[config.mk]
export PLATFORM = sky130hd
export DESIGN_NAME = pfbm_mapper
export DESIGN_NICKNAME = d
export VERILOG_FILES = /design/src/pfbm_pkg.sv /design/src/pfbm_bank_decode.sv /design/src/pfbm_mapper.sv
export SDC_FILE = /design/constraint.sdc
export NUM_CORES = 2
export LEC_CHECK = 0
export BUFFER_PORTS_ARGS = -buffer_cell sky130_fd_sc_hd__buf_2
export CORE_AREA = 2 2 424 426
export CTS_CLUSTER_DIAMETER = 60
export DETAILED_ROUTE_END_ITERATION = 6
export DIE_AREA = 0 0 426 428
export PLACE_DENSITY_LB_ADDON = 0.12
export SLEW_MARGIN = 20
export SYNTH_ARGS = -nofsm -noshare
export SYNTH_HDL_FRONTEND = slang
export SYNTH_SLANG_ARGS = --single-unit
[constraint.sdc]
create_clock -name clk_sys_i -period 171.6 [get_ports clk_sys_i]
set_clock_uncertainty 0.1 [all_clocks]
set_input_delay 0 -clock clk_sys_i [delete_from_list [all_inputs] [get_ports clk_sys_i]]
set_output_delay 0 -clock clk_sys_i [all_outputs]
set_load 0.02 [all_outputs]
[src/pfbm_pkg.sv]
package pfbm_pkg;

  // ----------------------------------------------------------------
  // Address spaces
  // ----------------------------------------------------------------
  localparam int          PFBM_CODE_AW   = 16;
  localparam int          PFBM_LIN_AW    = 17;
  localparam int          PFBM_WIN_BIT   = 15;
  localparam int          PFBM_DATA_AW   = 8;
  localparam int          PFBM_DATA_BYTES = 256;
  localparam logic [16:0] PFBM_RSVD_BASE = 17'h1fc00;

  // ----------------------------------------------------------------
  // Bank select register
  // ----------------------------------------------------------------
  localparam logic [7:0]  PFBM_BANK_SEL_ADDR = 8'hb1;
  localparam logic [7:0]  PFBM_BANK_SEL_RST  = 8'h11;
  localparam logic [7:0]  PFBM_BANK_SEL_MASK = 8'h33;
  localparam int          PFBM_FETCH_LSB     = 0;
  localparam int          PFBM_CONST_LSB     = 4;
  localparam logic [1:0]  PFBM_BANK0         = 2'h0;

  // ----------------------------------------------------------------
  // Access kinds
  // ----------------------------------------------------------------
  typedef enum logic [1:0]
  {
    PFBM_ACC_NONE  = 2'b00,
    PFBM_ACC_FETCH = 2'b01,
    PFBM_ACC_CONST = 2'b10,
    PFBM_ACC_XMOVE = 2'b11
  } pfbm_acc_type;

  function automatic logic [1:0] pfbm_field(input logic [7:0] sel, input int lsb);
    pfbm_field = sel[lsb +: 2];
  endfunction

endpackage

[src/pfbm_bank_decode.sv]
`timescale 1ns/1ns
module pfbm_bank_decode
#(
  parameter bit BANKED = 1'b1
)
(
  // Core address and selected bank field
  input  wire logic [pfbm_pkg::PFBM_CODE_AW-1:0] addr_i,
  input  wire logic [1:0]                        field_i,
  // Linear flash address
  output logic      [pfbm_pkg::PFBM_LIN_AW-1:0]  lin_addr_o,
  output logic      [1:0]                        bank_o,
  output logic                                   reserved_o
);
  import pfbm_pkg::*;

  always_comb
  begin
    if (!BANKED)
    begin
      // One flat region, no window
      bank_o     = PFBM_BANK0;
      lin_addr_o = {1'b0, addr_i};
    end
    else if (!addr_i[PFBM_WIN_BIT])
    begin
      bank_o     = PFBM_BANK0;
      lin_addr_o = {PFBM_BANK0, addr_i[PFBM_WIN_BIT-1:0]};
    end
    else
    begin
      // Field value is the bank number, 00 giving bank 0 again
      bank_o     = field_i;
      lin_addr_o = {field_i, addr_i[PFBM_WIN_BIT-1:0]};
    end
    reserved_o = BANKED && (lin_addr_o >= PFBM_RSVD_BASE);
  end

endmodule

[src/pfbm_mapper.sv]
`timescale 1ns/1ns
module pfbm_mapper
#(
  parameter bit BANKED = 1'b1
)
(
  // Clock and reset
  input  wire logic                                 clk_sys_i,
  input  wire logic                                 sys_rst_i,
  // Instruction fetch
  input  wire logic                                 fetch_req_i,
  input  wire logic [pfbm_pkg::PFBM_CODE_AW-1:0]    fetch_addr_i,
  // Code byte read
  input  wire logic                                 const_rd_i,
  input  wire logic [pfbm_pkg::PFBM_CODE_AW-1:0]    const_addr_i,
  // External move
  input  wire logic                                 xmove_rd_i,
  input  wire logic                                 xmove_wr_i,
  input  wire logic [pfbm_pkg::PFBM_CODE_AW-1:0]    xmove_addr_i,
  input  wire logic [7:0]                           xmove_wdata_i,
  input  wire logic                                 program_store_wr_en_i,
  // Special function register port
  input  wire logic                                 sfr_rd_i,
  input  wire logic                                 sfr_wr_i,
  input  wire logic [7:0]                           sfr_addr_i,
  input  wire logic [7:0]                           sfr_wdata_i,
  output logic      [7:0]                           sfr_rdata_o,
  // Internal data memory
  input  wire logic                                 data_rd_i,
  input  wire logic                                 data_wr_i,
  input  wire logic [pfbm_pkg::PFBM_DATA_AW-1:0]    data_addr_i,
  input  wire logic [7:0]                           data_wdata_i,
  output logic      [7:0]                           data_rdata_o,
  // Flash array
  output logic                                      flash_rd_o,
  output logic                                      flash_fetch_o,
  output logic                                      flash_wr_o,
  output logic      [pfbm_pkg::PFBM_LIN_AW-1:0]     flash_addr_o,
  output logic      [7:0]                           flash_wdata_o,
  output logic      [1:0]                           flash_bank_o,
  output logic                                      reserved_hit_o,
  // External data space
  output logic                                      xdata_rd_o,
  output logic                                      xdata_wr_o,
  output logic      [pfbm_pkg::PFBM_CODE_AW-1:0]    xdata_addr_o,
  output logic      [7:0]                           xdata_wdata_o
);
  import pfbm_pkg::*;

  // ----------------------------------------------------------------
  // State
  // ----------------------------------------------------------------
  logic [7:0]              program_bank_select;
  logic [7:0]              next_program_bank_select;
  logic [1:0]              exec_bank;
  logic [1:0]              next_exec_bank;
  logic [7:0]              data_mem [PFBM_DATA_BYTES];
  logic [7:0]              next_data_mem [PFBM_DATA_BYTES];

  logic [7:0]              next_sfr_rdata;
  logic [7:0]              next_data_rdata;
  logic                    next_flash_rd;
  logic                    next_flash_fetch;
  logic                    next_flash_wr;
  logic [PFBM_LIN_AW-1:0]  next_flash_addr;
  logic [7:0]              next_flash_wdata;
  logic [1:0]              next_flash_bank;
  logic                    next_reserved_hit;
  logic                    next_xdata_rd;
  logic                    next_xdata_wr;
  logic [PFBM_CODE_AW-1:0] next_xdata_addr;
  logic [7:0]              next_xdata_wdata;

  // ----------------------------------------------------------------
  // Access selection and decode
  // ----------------------------------------------------------------
  pfbm_acc_type            acc_kind;
  logic [PFBM_CODE_AW-1:0] dec_addr;
  logic [1:0]              dec_field;
  logic [PFBM_LIN_AW-1:0]  dec_lin;
  logic [1:0]              dec_bank;
  logic                    dec_rsvd;
  logic                    to_flash;
  logic                    sel_hit;

  // Core issues one program access per cycle; fetch wins if it overlaps
  always_comb
  begin
    if (fetch_req_i)
      acc_kind = PFBM_ACC_FETCH;
    else if (const_rd_i)
      acc_kind = PFBM_ACC_CONST;
    else if (xmove_rd_i || xmove_wr_i)
      acc_kind = PFBM_ACC_XMOVE;
    else
      acc_kind = PFBM_ACC_NONE;
  end

  always_comb
  begin
    unique case (acc_kind)
      PFBM_ACC_FETCH:
      begin
        dec_addr  = fetch_addr_i;
        dec_field = pfbm_field(program_bank_select, PFBM_FETCH_LSB);
      end
      PFBM_ACC_CONST:
      begin
        dec_addr  = const_addr_i;
        dec_field = pfbm_field(program_bank_select, PFBM_CONST_LSB);
      end
      PFBM_ACC_XMOVE:
      begin
        dec_addr  = xmove_addr_i;
        dec_field = pfbm_field(program_bank_select, PFBM_CONST_LSB);
      end
      PFBM_ACC_NONE:
      begin
        dec_addr  = '0;
        dec_field = PFBM_BANK0;
      end
    endcase
  end

  pfbm_bank_decode
  #(
    .BANKED     (BANKED)
  )
  u_decode
  (
    .addr_i     (dec_addr),
    .field_i    (dec_field),
    .lin_addr_o (dec_lin),
    .bank_o     (dec_bank),
    .reserved_o (dec_rsvd)
  );

  // Writes reach flash only while the store enable is set
  assign to_flash = (acc_kind == PFBM_ACC_FETCH) || (acc_kind == PFBM_ACC_CONST) ||
                    ((acc_kind == PFBM_ACC_XMOVE) && xmove_wr_i && program_store_wr_en_i);
  assign sel_hit  = (sfr_addr_i == PFBM_BANK_SEL_ADDR);

  // ----------------------------------------------------------------
  // Next values
  // ----------------------------------------------------------------
  always_comb
  begin
    next_program_bank_select = program_bank_select;
    next_exec_bank           = exec_bank;
    next_data_mem            = data_mem;
    next_sfr_rdata           = 8'h00;
    next_data_rdata          = data_rdata_o;
    next_flash_rd            = 1'b0;
    next_flash_fetch         = 1'b0;
    next_flash_wr            = 1'b0;
    next_flash_addr          = flash_addr_o;
    next_flash_wdata         = flash_wdata_o;
    next_flash_bank          = flash_bank_o;
    next_reserved_hit        = 1'b0;
    next_xdata_rd            = 1'b0;
    next_xdata_wr            = 1'b0;
    next_xdata_addr          = xdata_addr_o;
    next_xdata_wdata         = xdata_wdata_o;

    // Bank select write; reserved bits always hold zero
    if (sfr_wr_i && sel_hit)
    begin
      next_program_bank_select[PFBM_CONST_LSB +: 2] = sfr_wdata_i[PFBM_CONST_LSB +: 2];
      // Running code from an upper bank must not pull its own window away
      if (exec_bank == PFBM_BANK0)
        next_program_bank_select[PFBM_FETCH_LSB +: 2] = sfr_wdata_i[PFBM_FETCH_LSB +: 2];
    end
    if (sfr_rd_i && sel_hit)
      next_sfr_rdata = program_bank_select & PFBM_BANK_SEL_MASK;

    // Bank of the code now executing follows the last fetch
    if (acc_kind == PFBM_ACC_FETCH)
      next_exec_bank = dec_bank;

    if (to_flash)
    begin
      next_flash_addr  = dec_lin;
      next_flash_bank  = dec_bank;
      next_flash_wdata = xmove_wdata_i;
      if (dec_rsvd)
        next_reserved_hit = 1'b1;
      else if (acc_kind == PFBM_ACC_XMOVE)
        next_flash_wr = 1'b1;
      else
      begin
        next_flash_rd    = 1'b1;
        next_flash_fetch = (acc_kind == PFBM_ACC_FETCH);
      end
    end
    else if (acc_kind == PFBM_ACC_XMOVE)
    begin
      // Program memory stays read-only; the move lands in data space
      next_xdata_addr  = xmove_addr_i;
      next_xdata_wdata = xmove_wdata_i;
      next_xdata_wr    = xmove_wr_i;
      next_xdata_rd    = !xmove_wr_i;
    end

    // Internal data memory, a space apart from program memory
    if (data_wr_i)
      next_data_mem[data_addr_i] = data_wdata_i;
    if (data_rd_i)
      next_data_rdata = data_mem[data_addr_i];
  end

  // ----------------------------------------------------------------
  // Registers
  // ----------------------------------------------------------------
  always_ff @(posedge clk_sys_i or posedge sys_rst_i)
  begin
    if (sys_rst_i)
    begin
      program_bank_select <= PFBM_BANK_SEL_RST;
      exec_bank           <= PFBM_BANK0;
      for (int i = 0; i < PFBM_DATA_BYTES; i++)
        data_mem[i] <= 8'h00;
      sfr_rdata_o         <= 8'h00;
      data_rdata_o        <= 8'h00;
      flash_rd_o          <= 1'b0;
      flash_fetch_o       <= 1'b0;
      flash_wr_o          <= 1'b0;
      flash_addr_o        <= '0;
      flash_wdata_o       <= 8'h00;
      flash_bank_o        <= PFBM_BANK0;
      reserved_hit_o      <= 1'b0;
      xdata_rd_o          <= 1'b0;
      xdata_wr_o          <= 1'b0;
      xdata_addr_o        <= '0;
      xdata_wdata_o       <= 8'h00;
    end
    else
    begin
      program_bank_select <= next_program_bank_select;
      exec_bank           <= next_exec_bank;
      data_mem            <= next_data_mem;
      sfr_rdata_o         <= next_sfr_rdata;
      data_rdata_o        <= next_data_rdata;
      flash_rd_o          <= next_flash_rd;
      flash_fetch_o       <= next_flash_fetch;
      flash_wr_o          <= next_flash_wr;
      flash_addr_o        <= next_flash_addr;
      flash_wdata_o       <= next_flash_wdata;
      flash_bank_o        <= next_flash_bank;
      reserved_hit_o      <= next_reserved_hit;
      xdata_rd_o          <= next_xdata_rd;
      xdata_wr_o          <= next_xdata_wr;
      xdata_addr_o        <= next_xdata_addr;
      xdata_wdata_o       <= next_xdata_wdata;
    end
  end

endmodule

**Word-level counts from Yosys, hierarchy flattened**

Index checks and enable logic that the tools add are counted.
Widths: inputs -> output; s select.

- Output and inout bits: 73
- Bits in registers: 2,127
- Word-level logic and storage cells: 324

- Multiplexer cells: 29
- Reductions and logical operators: 14
- $lt $le $gt $ge: 3
- Equal/unequal tests: 4
- Bitwise operators: 2

Operator list:

| kind | number |
|---|---|
| $bwmux 2048 | 1 |
| $bmux 8 s8 | 1 |
| $demux 8 s8 | 1 |
| $pmux 16 s4 | 1 |
| $mux 8 | 3 |
| $ge 17x17->1 const B | 1 |
| $mux 17 | 1 |
| $mux 1 | 15 |
| $ge 9x9->1 const B | 1 |
| $lt 9x1->1 const B | 1 |
| $not 8->9 | 1 |
| $eq 8x8->1 const B | 1 |
| $mux 2 | 4 |
| $mux 6 | 1 |
| $pmux 2 s3 | 1 |
| $logic_and 1x1->1 | 5 |
| $eq 2x2->1 const B | 2 |
| $logic_not 2->1 | 2 |
| $reduce_and 2->1 | 2 |
| $logic_or 1x1->1 | 3 |
| $eq 2x1->1 const B | 1 |
| $reduce_or 2->1 | 1 |
| $logic_not 1->1 | 1 |
| $not 1->1 | 1 |

**Depth between registers and ports, before layout**

- Depth after elaboration: 11
- Gate-level depth with buffers: 12
- Gate-level depth less buffers: 7

**Hierarchy**

Synthesis repeated with hierarchy kept, for this count alone.

- Cells, all modules: 6,331
- Area, all modules: 97,471.0 um^2

By module, submodules not included:

| module | seq. area each (um^2) | area an instance (um^2) | instances | cells an instance |
|---|---|---|---|---|
| pfbm_mapper | 53,128.5 | 97,312.1 | 1 | 6,309 |
| pfbm_bank_decode | 0.0 | 158.9 | 1 | 22 |

**Least setup slack after synthesis**

Ideal clock, no wire load.

- Kind: in2reg
- Start: input port data_addr_i[0] (netlist bit)
- End: register data_rdata_o[3]
- Stages on the path: 7
- Required time: 171.368 ns
- Arrival time: 1.976 ns
- Setup slack: 169.392 ns
- Library setup time: 0.132 ns
- Cell sequence: buf_4 buf_4 buf_2 mux4_2 mux4_2 a221oi_1 a21oi_1

- Word-level cells in the longest chain between the ends: 4

RTL lines:

| item | line | RTL |
|---|---|---|
| start: declaration | pfbm_mapper.sv:31 | `input wire logic [pfbm_pkg::PFBM_DATA_AW-1:0] data_addr_i,` |
| $not 8->9 (implied by the code) | pfbm_mapper.sv:208 | `next_data_rdata = data_mem[data_addr_i];` |
| $bmux 8 s8 | pfbm_mapper.sv:208 |  |
| $mux 8 (implied by the code) (2 in a row) | pfbm_mapper.sv:208 |  |
| end signal: assignment | pfbm_mapper.sv:242 | `data_rdata_o <= next_data_rdata;` |
| end: declaration | pfbm_mapper.sv:33 | `output logic [7:0] data_rdata_o,` |

Every way passes these cells. The select of a mux whose other input is x is not followed.
A chain may end at the register's enable or synchronous reset.

==> impl_metrics.py <==
metrics = {
    "status": {
        "outcome": "finished clean",
    },
    "critical_path": {
        "worstSetupEndpointType": "asynchronous set/reset pin",
        "timing.critical_path.max_delay_family": "buffers and inverters",
        "crit_path_max_fanout": 121,
        "critPathKind": "input port to asynchronous set/reset pin",
        "most_numerous_cell_on_the_critical_path": "buf_4",
        "path_cells": "dlygate4sd3_1 -> buf_2 -> dlygate4sd3_1 -> inv_8 -> buf_4 -> buf_4 -> buf_4 -> buf_6 -> buf_4 -> buf_4",
        "worst-endpoint-required_ps": 172330,
        "cp_slowest_stage_delay_ps": 850,
        "critPathSlowestCell": "buf_4",
        "timing.critical_path.from_type": "input port",
        "worst-path-buf-inv": 10,
        "worst_ep_arrival_time_ps": 6810,
    },
    "grt": {
        "final_global_route_overflow_total": 0,
        "grt_first_pass_wirelength_um": 407000,
        "grtUsageTotal_pct": 30.0,
        "grt_pass1_vias": 60200,
        "grt_start_max_net_pins": 188,
        "antenna_found_initial": 9,
    },
    "synthesis": {
        "yosys_register_bits": 2121,
        "post_synthesis_share_of_cell_area_spent_on_full_adders_half_adders_and_majority_gates_pct": 0,
        "syn-cell-area_um2": 97100,
        "post_synth_and_or_nand_nor_area_fraction_pct": 3.73,
        "synth_seq_area_share_pct": 54.7,
        "synth_top_family_by_area": "multiplexers",
        "asyncSetResetFlopFracSynth_pct": 100,
        "synth-compound-area-share_pct": 2.02,
        "ys.flop_type": "dfrtp_1",
        "postSynthCellCount": 6297,
        "synthMuxAreaShare_pct": 37.3,
        "count_of_flip_flops_with_a_built_in_enable_after_synthesis": 0,
        "synthesis.yosys.warnings": 0,
        "synth_area_per_cell_um2": 15.4,
        "synthXorXnorAreaFrac_pct": 0,
        "synth.distinct_cells": 63,
    },
    "detailed_routing": {
        "met2_wirelength_um": 126000,
        "wl_met1_um": 117000,
        "ant_nets": 0,
        "drtPass1Iterations": 5,
        "route.top_layer_used": "met5",
        "drtIter0Drc": 4240,
        "route.met3.wl_um": 15100,
        "wirelength_um": 269000,
        "num_vias": 57200,
        "drt_drc_violations_left": 0,
        "viasPerCell": 6.32,
        "wire_per_inst_um": 29.8,
    },
    "sta": {
        "report.final.slew_viol_count": 0,
        "fin_tns_setup_ps": 0,
        "timing.final.crit_period_ps": 6080,
        "fmax_mhz": 164,
        "timing_hold_violations_final": 0,
        "final.period_utilization_pct": 3.54,
        "setup_viol": 0,
        "worst_slew_pin_slew_ps": 1280,
        "slew_headroom_pct": 14.1,
        "rsz0062_at_grt": "no",
        "hold-worst-slack_ps": 74.8,
    },
    "job": {
        "maxCapViolations": 0,
    },
    "cts": {
        "clk_root_buffer_cell": "clkbuf_16",
        "path_clk_slew_ps": 60,
        "tritoncts_num_sinks": 2121,
        "ctsResizeCount": 0,
        "cts-buffers-inserted": 222,
        "clk-insertion-delay-late_ps": 880,
        "clock_tree.htree_level_count": 4,
        "cts_tree": "yes",
        "maximum_root_to_sink_buffer_count": 3,
    },
    "pwr": {
        "switching_power_uw": 274,
        "cellPowerDensity_nw_per_um2": 10.3,
        "vdd_drop_max_v": 0.00000894,
        "power.share.clock_pct": 43.3,
        "power.switching_fraction_pct": 24.4,
        "power.sequential.fraction_pct": 47.7,
        "leakage_uw": 0.0514,
        "intPower_uw": 852,
        "combinationalPowerShare_pct": 9.0,
        "total_power_uw": 1130,
    },
    "final_layout": {
        "finish.net_count": 6603,
        "layout_area_growth_over_synthesis_pct": 12.5,
        "regArea_um2": 53100,
        "nFillCells": 13300,
        "drive_above_1_share_pct": 51.6,
        "area_of_the_multi_input_gates_um2": 41900,
        "final_core_util_pct": 61.5,
        "finish.cell_count_without_fillers": 9044,
    },
    "floorplanning": {
        "fp.dieH_um": 428,
        "initial_standard_cell_utilization_of_the_core_pct": 54.6,
        "num_io_pins": 172,
        "core_region_area_um2": 178000,
        "placement_rows": 155,
        "die_area_um2": 182000,
        "die_x_um": 426,
    },
    "placed_design": {
        "buffer_ports.inserted": 163,
        "placed_cells": 8465,
        "post-dp-hpwl_um": 164000,
        "routabilityCongestion": 0.847,
    },
    "worst_hold_path": {
        "hold_path_class": "input port to flip-flop",
    },
}
==> cell families after synthesis <==
logic type / after synthesis
DFF: 2121
AOI/OAI and AO/OA: 282
muxes: 2723
and+or+nand+nor: 683
buffers and inverters: 487
other: 1
==> cell usage in the layout (no fill, tap or decap), types with 25 or more instances in the layout <==
cell,synthesis,routed
a21oi_1,59,59
nor2_1,67,59
clkbuf_1,304,56
dlygate4sd3_1,0,167
mux2_2,2095,2095
clkinv_2,0,27
mux2i_1,121,121
clkbuf_16,0,222
clkbuf_8,0,83
dfrtp_1,2119,2119
a22oi_1,48,48
nand2_1,261,261
buf_2,101,151
a32oi_1,37,37
nor2_4,31,36
mux4_2,507,507
o21ai_0,39,39
buf_4,39,112
nand3_1,51,48
nor2_2,137,140
nor3_1,25,25
==> cell type report <==
class / instances / share of cell area [%]
Clock inverter: 53 / 0.614
Multi-Input combinational cell: 3692 / 38.4
Sequential cell: 2121 / 48.6
Timing Repair Buffer: 459 / 3.43
Tap cell: 2355 / 2.70
Inverter: 8 / 0.0412
Clock buffer: 353 / 6.22
Antenna cell: 3 / 0.00687
==> per-layer routing <==
metal  vias to the layer above  track usage [%]
li1                      23900                -
met1                     31300             42.9
met2                      1606             46.3
met3                       467             5.40
met4                         6             11.4
met5                         -                0
==> Yosys cell counts, types with 10 or more instances <==
cell / instances / area [um^2]
dfrtp_1: 2119 / 53000
mux2_2: 2095 / 23600
mux4_2: 507 / 11400
clkbuf_1: 304 / 1140
nand2_1: 261 / 980
nor2_2: 137 / 857
mux2i_1: 121 / 1210
buf_2: 101 / 505
nor2_1: 67 / 251
a21oi_1: 59 / 295
nand3_1: 51 / 255
a22oi_1: 48 / 360
buf_4: 39 / 293
o21ai_0: 39 / 195
a32oi_1: 37 / 324
nor2_4: 31 / 349
nor3_1: 25 / 125
nor2b_1: 24 / 150
buf_1: 22 / 82.6
nor3b_1: 17 / 128
o22ai_1: 15 / 93.8
buf_6: 13 / 146
a211oi_1: 12 / 90.1
nand4_1: 12 / 75.1
nand2b_1: 11 / 68.8
a31oi_1: 10 / 62.6
==> timing repair <==
action	in CTS	in global routing
hold endpoints to repair	815	0
setup buffers	0	0
hold buffers	167	0
==> sequential cells by signal, summed over array words and instances, names as in the netlist <==
| register | flops |
|---|---|
| flash_fetch_o | 1 |
| flash_wdata_o | 8 |
| flash_rd_o | 1 |
| xdata_rd_o | 1 |
| data_rdata_o | 8 |
| flash_wr_o | 1 |
| flash_addr_o | 17 |
| program_bank_select | 4 |
| xdata_wdata_o | 8 |
| xdata_addr_o | 16 |
| sfr_rdata_o | 4 |
| xdata_wr_o | 1 |
| reserved_hit_o | 1 |
| exec_bank | 2 |
| data_mem | 2048 |
==> final timing paths <==
path                                  from         endpoint  slack, ps  cells after the start
max                              sys_rst_i   data_mem[1582]     165520                     10
max reg2reg                   data_mem[35]  data_rdata_o[3]     167650                      8
max in group clk_sys_i      data_addr_i[0]  data_rdata_o[3]     166900                     13
min in group asynchronous        sys_rst_i    data_mem[508]        330                      4
min reg2reg                 data_mem[1647]   data_mem[1647]        400                      1
min                        data_wdata_i[6]   data_mem[1678]         70                      2
==> per-stage QoR <==
stage                     setup slack, ps  cell area, um^2
after floorplan                    111580            97100
after global placement             165480           100000
final                              165520           109000
after detailed placement           165310           100000
after CTS                          165060           109000
after global routing               164640           109000
==> worst register-to-register path, cell delays in order, from the launching register on <==
cell and delay [ps]:
dfrtp_1 370, mux4_2 520, mux4_2 520, a22oi_1 600, nand4_1 420, a221oi_1 400, buf_4 240, a21oi_1 90
dlygate4sd3_1 570
==> power groups by stage <==
| stage | registers [uW] | logic (uW) | clock network [uW] |
|---|---|---|---|
| 3_3_place_gp | 545 | 95.1 | 0 |
| 3_5_place_dp | 546 | 97.2 | 0 |
| 6_report | 538 | 101 | 487 |
| 4_1_cts | 537 | 101 | 496 |
| 5_1_grt | 540 | 108 | 518 |
| 2_1_floorplan | 548 | 65.6 | 0 |
(Power assumes the default switching activity.)
